`config.mk`:
```
export PLATFORM = sky130hd
export DESIGN_NAME = stdw_word0
export DESIGN_NICKNAME = d
export VERILOG_FILES = /design/src/verilog/stdw_pkg.sv /design/src/verilog/stdw_word0.sv
export SDC_FILE = /design/constraint.sdc
export NUM_CORES = 1
export LEC_CHECK = 0
export ABC_AREA = 1
export ABC_CLOCK_PERIOD_IN_PS = 2300
export BUFFER_PORTS_ARGS = -buffer_cell sky130_fd_sc_hd__buf_2
export CORE_MARGIN = 2
export CORE_UTILIZATION = 50
export CTS_CLUSTER_SIZE = 12
export DETAILED_ROUTE_END_ITERATION = 6
export PLACE_DENSITY = 0.82
export RECOVER_POWER = 25
export SLEW_MARGIN = 20
export SYNTH_ARGS = -nofsm -noshare
export SYNTH_HDL_FRONTEND = slang
export SYNTH_SLANG_ARGS = --single-unit
```
`constraint.sdc`:
```
create_clock -name clk -period 2.3 [get_ports clk]
set_input_delay 0.345 -clock clk [delete_from_list [all_inputs] [get_ports clk]]
set_output_delay 0.345 -clock clk [all_outputs]
set_load 0.02 [all_outputs]
```
`src/verilog/stdw_pkg.sv`:
```
/*
  package for the split transfer descriptor word zero logic: field layout of word zero,
  interrupt layout constants, status bit positions and the carriers between the
  descriptor memory port and the split engine.
  assumes the host controller's descriptor memory presents 32-bit words.
*/
package stdw_pkg;

    localparam int unsigned WORD_W          = 32;
    localparam int unsigned EP_LSB_POS      = 31;
    localparam int unsigned LIMIT_HI        = 28;
    localparam int unsigned LIMIT_LO        = 18;
    localparam int unsigned LIMIT_W         = 11;
    localparam int unsigned COUNT_HI        = 17;
    localparam int unsigned COUNT_LO        = 3;
    localparam int unsigned COUNT_W         = 15;
    localparam int unsigned VALID_POS       = 0;
    localparam int unsigned EP_HI_W         = 3;
    localparam int unsigned EP_W            = 4;
    localparam int unsigned UFRAMES         = 8;
    localparam int unsigned UF_STATUS_W     = 3;
    localparam int unsigned INT_WORDS       = 8;
    localparam int unsigned ISO_WORDS       = 8;
    localparam int unsigned ST_XACT_ERR     = 0;
    localparam int unsigned ST_BABBLE       = 1;
    localparam int unsigned ST_UNDERRUN     = 2;
    localparam logic [COUNT_W-1:0] ISO_COUNT_MAX = 15'h03FF;
    localparam logic [WORD_W-1:0]  VALID_CLEAR_MASK = 32'hFFFF_FFFE;

    typedef enum logic {
        STDW_ISO,
        STDW_INT
    } stdw_layout_e;

    // decoded view of word zero
    typedef struct packed {
        logic                  endpoint_lsb;
        logic [LIMIT_W-1:0]    split_payload_limit;
        logic [COUNT_W-1:0]    transfer_byte_count;
        logic                  valid;
    } stdw_word0_s;

    // one start split request toward the transaction translator
    typedef struct packed {
        logic [EP_W-1:0]       endpoint_number;
        logic [LIMIT_W-1:0]    byte_len;
        logic [COUNT_W-1:0]    max_packet;
        stdw_layout_e          layout;
    } stdw_split_s;

endpackage

```
`src/verilog/stdw_word0.sv`:
```
/*
  split transfer descriptor word zero engine: fetches word zero of a descriptor,
  decodes it, issues start splits no larger than the payload limit, and writes back
  word zero with the valid flag cleared at completion or on a fatal error. also
  raises the halt flag from per-microframe status.
  assumes the descriptor memory answers a read one cycle after rd_en, that software
  programs limits and counts sensibly, and that the split engine gives ack or fatal.
*/
`timescale 1ns/1ps
module stdw_word0 #(
    parameter int unsigned ADDR_W = 16
) (
    input  wire logic                            clk,
    input  wire logic                            rst,
    input  wire logic                            start,
    input  wire logic [ADDR_W-1:0]               desc_addr,
    input  wire stdw_pkg::stdw_layout_e          layout,
    input  wire logic [stdw_pkg::EP_HI_W-1:0]    endpoint_hi,
    output logic                                 mem_rd_en,
    output logic                                 mem_wr_en,
    output logic [ADDR_W-1:0]                    mem_addr,
    output logic [stdw_pkg::WORD_W-1:0]          mem_wdata,
    input  wire logic [stdw_pkg::WORD_W-1:0]     mem_rdata,
    output logic                                 split_req,
    output stdw_pkg::stdw_split_s                split_info,
    input  wire logic                            split_ack,
    input  wire logic [stdw_pkg::LIMIT_W-1:0]    split_sent,
    input  wire logic                            split_fatal,
    input  wire logic [stdw_pkg::UFRAMES-1:0]    uf_stalled,
    output logic                                 halt_flag,
    output logic                                 busy,
    output logic                                 done
);

    typedef enum logic [2:0] {
        S_IDLE,
        S_READ,
        S_DECODE,
        S_SPLIT,
        S_WAIT,
        S_WRITE
    } stdw_state_e;

    stdw_state_e                    state_reg;
    stdw_pkg::stdw_word0_s          w0_reg;
    logic [stdw_pkg::WORD_W-1:0]    raw_reg;
    logic [stdw_pkg::COUNT_W-1:0]   remain_reg;
    logic [stdw_pkg::LIMIT_W-1:0]   chunk_next;
    stdw_pkg::stdw_word0_s          w0_next;

    // reserved bits are simply not picked out of the word
    always_comb
    begin
        w0_next.endpoint_lsb        = mem_rdata[stdw_pkg::EP_LSB_POS];
        w0_next.split_payload_limit = mem_rdata[stdw_pkg::LIMIT_HI:stdw_pkg::LIMIT_LO];
        w0_next.transfer_byte_count = mem_rdata[stdw_pkg::COUNT_HI:stdw_pkg::COUNT_LO];
        w0_next.valid               = mem_rdata[stdw_pkg::VALID_POS];
    end

    // a zero limit would never make progress, so it is treated as one byte
    always_comb
    begin
        chunk_next = w0_reg.split_payload_limit;
        if (chunk_next == '0)
        begin
            chunk_next = stdw_pkg::LIMIT_W'(1);
        end
        if ({{(stdw_pkg::COUNT_W-stdw_pkg::LIMIT_W){1'b0}}, chunk_next} > remain_reg)
        begin
            chunk_next = remain_reg[stdw_pkg::LIMIT_W-1:0];
        end
    end

    always_ff @(posedge clk)
    begin
        if (rst)
        begin
            state_reg  <= S_IDLE;
            w0_reg     <= '0;
            raw_reg    <= '0;
            remain_reg <= '0;
            split_req  <= 1'b0;
            split_info <= '0;
            busy       <= 1'b0;
            done       <= 1'b0;
        end
        else
        begin
            done      <= 1'b0;
            case (state_reg)
                S_IDLE:
                begin
                    if (start)
                    begin
                        busy      <= 1'b1;
                        state_reg <= S_READ;
                    end
                end
                S_READ:
                begin
                    state_reg <= S_DECODE;
                end
                S_DECODE:
                begin
                    w0_reg     <= w0_next;
                    raw_reg    <= mem_rdata;
                    remain_reg <= w0_next.transfer_byte_count;
                    // inactive descriptors are left untouched
                    if (!w0_next.valid)
                    begin
                        busy      <= 1'b0;
                        done      <= 1'b1;
                        state_reg <= S_IDLE;
                    end
                    else
                    begin
                        state_reg <= S_SPLIT;
                    end
                end
                S_SPLIT:
                begin
                    if (remain_reg == '0)
                    begin
                        state_reg <= S_WRITE;
                    end
                    else
                    begin
                        split_req                  <= 1'b1;
                        split_info.endpoint_number <= {endpoint_hi, w0_reg.endpoint_lsb};
                        split_info.byte_len        <= chunk_next;
                        split_info.max_packet      <= w0_reg.transfer_byte_count;
                        split_info.layout          <= layout;
                        state_reg                  <= S_WAIT;
                    end
                end
                S_WAIT:
                begin
                    if (split_fatal)
                    begin
                        split_req <= 1'b0;
                        state_reg <= S_WRITE;
                    end
                    else if (split_ack)
                    begin
                        split_req <= 1'b0;
                        if ({{(stdw_pkg::COUNT_W-stdw_pkg::LIMIT_W){1'b0}}, split_sent}
                            >= remain_reg)
                        begin
                            remain_reg <= '0;
                        end
                        else
                        begin
                            remain_reg <= remain_reg
                                - {{(stdw_pkg::COUNT_W-stdw_pkg::LIMIT_W){1'b0}}, split_sent};
                        end
                        state_reg <= S_SPLIT;
                    end
                end
                S_WRITE:
                begin
                    busy      <= 1'b0;
                    done      <= 1'b1;
                    state_reg <= S_IDLE;
                end
                default:
                begin
                    state_reg <= S_IDLE;
                end
            endcase
        end
    end

    // memory port: read pulse on the start edge, write-back pulse in the cycle after the write state
    always_ff @(posedge clk)
    begin
        if (rst)
        begin
            mem_rd_en <= 1'b0;
            mem_wr_en <= 1'b0;
            mem_addr  <= '0;
            mem_wdata <= '0;
        end
        else
        begin
            mem_rd_en <= (state_reg == S_IDLE) && start;
            mem_wr_en <= (state_reg == S_WRITE);
            if (state_reg == S_IDLE && start)
            begin
                mem_addr <= desc_addr;
            end
            // reserved bits go back as read; only the valid flag is cleared
            if (state_reg == S_WRITE)
            begin
                mem_wdata <= raw_reg & stdw_pkg::VALID_CLEAR_MASK;
            end
        end
    end

    // halt is sticky for the descriptor; cleared at the next start
    always_ff @(posedge clk)
    begin
        if (rst)
        begin
            halt_flag <= 1'b0;
        end
        else if (busy && (|uf_stalled))
        begin
            halt_flag <= 1'b1;
        end
        else if (start && state_reg == S_IDLE)
        begin
            halt_flag <= 1'b0;
        end
    end

endmodule

```
==> impl_metrics.py <==
metrics = {
    "worst_setup_path": {
        "cp.required_ps": 2610,
        "critPathCapture": "split_info[23]",
        "worst-setup-path-type": "reg2reg",
        "r2r-start": "w0_reg[17]",
        "reg2regPathDepth": 14,
        "startpoint": "w0_reg[17]",
        "cp_max_fo": 11,
        "reg2reg_to": "split_info[23]",
        "rrSetupSlack_ps": 190,
        "worst_setup_path_start_kind": "flop",
        "end_kind": "flop",
        "cp.arrival_ps": 2420,
    },
    "place": {
        "gp_congestion": 0.974,
        "pre_cts_ws_ps": 216,
        "io_buffers": 159,
        "place_hpwl_mm": 12.6,
    },
    "synth": {
        "synth-edff-count": 0,
        "synthArstFlopShare": 0,
        "ys_types": 39,
        "ys_seq_area_frac": 0.418,
        "synth.largest_area_cell": "dfxtp_1",
        "synthTopCellsByCount": "nor2_1 (178), dfxtp_1 (133), nand2_1 (130), o21ai_0 (94), inv_1 (90)",
        "synthTopCellsByArea": "dfxtp_1 (42%), nor2_1 (10%), nand2_1 (7.7%)",
        "syn_area_mm2": 0.00637,
        "ys_ff_latch": 133,
        "post-synth-top-area-fraction": 0.418,
        "synth.avg_cell_area_um2": 7.03,
        "yosysMostFrequentCell": "nor2_1",
        "ys_warn_count": 0,
        "synthCells": 907,
        "synthFlopType": "dfxtp_1",
        "synth_nets": 1006,
    },
    "timing": {
        "skew_ps": 7.29,
        "period_needed_ps": 2110,
        "tightest_slew_ps": 879,
        "hold_violations": 0,
        "fin_ws_ps": 186,
        "fmax_mhz": 473,
        "rsz0062_at_grt": "no",
        "min_period_over_period": 0.919,
        "relSlewSlack": 0.413,
        "setup_viol": 0,
        "finalSetupTns_ps": 0,
        "slew_violations": 0,
    },
    "run_status": {
        "status": "finished clean",
    },
    "floorplanning": {
        "num_rows": 41,
        "die_area_mm2": 0.0137,
        "die_w_um": 117,
        "num_io_pins": 161,
        "coreArea_mm2": 0.0125,
        "start_util": 0.509,
        "die_h_um": 117,
    },
    "route": {
        "drt_pass1_iterations": 5,
        "post_drt_wl_per_cell_um": 14.4,
        "first_iter_violations": 727,
        "topRoutingLayerUsed": "met4",
        "drc": 0,
        "met1_length_mm": 7.78,
        "via_per_inst": 5.15,
        "final_antenna_net_count": 0,
        "vias": 6376,
        "met2_length_mm": 8.40,
        "routed_wl_mm": 17.8,
        "wl_met3_mm": 1.31,
    },
    "cts": {
        "cts_tree": "built",
        "clk_pin_slew_worst_paths_ps": 60,
        "tritoncts.num_buffers": 17,
        "root_buffer": "clkbuf_16",
        "numClockSinks": 133,
        "cts.htree.levels": 4,
        "postCtsHoldBufs": 0,
        "cts.path.max_buffers": 2,
        "insertion_delay_ps": 410,
    },
    "global_route": {
        "grt-ovfl-total": 0,
        "grt_max_degree": 72,
        "grt_pass1_wl_mm": 27.1,
        "gr-usage-all-layers": 0.255,
        "antenna_found_initial": 0,
        "grt_pass1_vias": 5506,
    },
    "power_and_ir_drop": {
        "p_total_mw": 6.53,
        "p_leak_nw": 3.84,
        "p_per_area_mw_per_mm2": 829,
        "irDropWorstVdd_v": 0.000649,
    },
    "final_layout": {
        "num_antenna_cells": 0,
        "drive_gt1_frac": 0.184,
        "final_net_count": 1153,
        "synthToLayoutAreaGrowth_pct": 23.5,
    },
    "hold_path": {
        "hp-class": "in2reg",
    },
    "flow_run": {
        "max_cap_violations": 0,
    },
}
## how the worst min path moves through the flow
stage,end,cells after the start,slack (ps),startpoint
global placement,mem_addr[0],2,450,mem_addr[0]
finish,split_info[30],3,160,endpoint_hi[2]
CTS,split_info[0],3,150,layout
global route,raw_reg[1],3,170,mem_rdata[1]
detailed placement,mem_addr[4],2,450,mem_addr[4]
floorplan,mem_wdata[1],2,450,raw_reg[1]
## power breakdown
| group | switching (mW) | internal, mW |
|---|---|---|
| clock network | 0.955 | 1.78 |
| logic | 0.816 | 0.431 |
| registers | 0.110 | 2.43 |
## cells in the final DEF (no fill, tap or decap), types with 6 or more instances in the layout
| cell type | instances |
|---|---|
| nor2_1 | 178 |
| dfxtp_1 | 133 |
| nand2_1 | 129 |
| buf_2 | 106 |
| o21ai_0 | 94 |
| inv_1 | 89 |
| a21oi_1 | 70 |
| nand3_1 | 63 |
| clkbuf_1 | 56 |
| ha_1 | 22 |
| buf_4 | 20 |
| clkbuf_16 | 17 |
| nand2_2 | 8 |
| o21ai_1 | 7 |
| nand4_1 | 7 |
| inv_2 | 6 |
## critical path: stages, from the launching register on
cell and delay, ps:
dfxtp_1 360, nor4_1 290, nand3_1 110, nand2_1 110, inv_1 50, ha_1 270
nand4_1 80, nand3b_1 160, nand2_1 60, inv_1 50, buf_4 170, nand3_1 110
nand3_1 80, nand2_1 80, inv_1 30
## cell families (layout without fill, tap and decap cells)
logic type / Yosys count / after routing / share of synthesized area
buffers and inverters: 148 / 308 / 0.0948
AOI/OAI and AO/OA: 178 / 178 / 0.149
other: 1 / 1 / 0.000588
and+or+nand+nor: 420 / 420 / 0.286
adders and majority gates: 23 / 23 / 0.0463
xor gates and xnor gates: 4 / 4 / 0.00550
DFF: 133 / 133 / 0.418
## final cells by class
| class | instances | area [µm²] |
|---|---|---|
| well taps | 172 | 215 |
| multi-input cells | 626 | 3110 |
| inverters | 95 | 357 |
| flip-flops and latches | 133 | 2660 |
| fillers | 1155 | 4650 |
| repair buffers | 181 | 920 |
| clock buffers | 23 | 478 |
| clock inverters | 9 | 125 |
## what timing repair did
action,CTS,global route
buffers inserted,0,3
setup endpoints to repair,0,12
gates resized for setup,0,2
## routing by layer
layer  GRT usage  vias up
met1       0.334     2892
met4      0.0769        0
met3      0.0639       22
li1            -     3219
met5           0        -
met2       0.416      243
## through the flow
stage | instances | area [µm²] | util | hold WS, ps
global placement | 1204 | 7290 | 0.582 | 446
detailed placement | 1204 | 7290 | 0.582 | 450
global route | 1239 | 7870 | 0.629 | 170
floorplan | 907 | 6370 | - | 450
CTS | 1236 | 7890 | 0.631 | 152
finish | 1239 | 7870 | 0.629 | 160
Note: power is estimated with default switching activity, not from simulation.
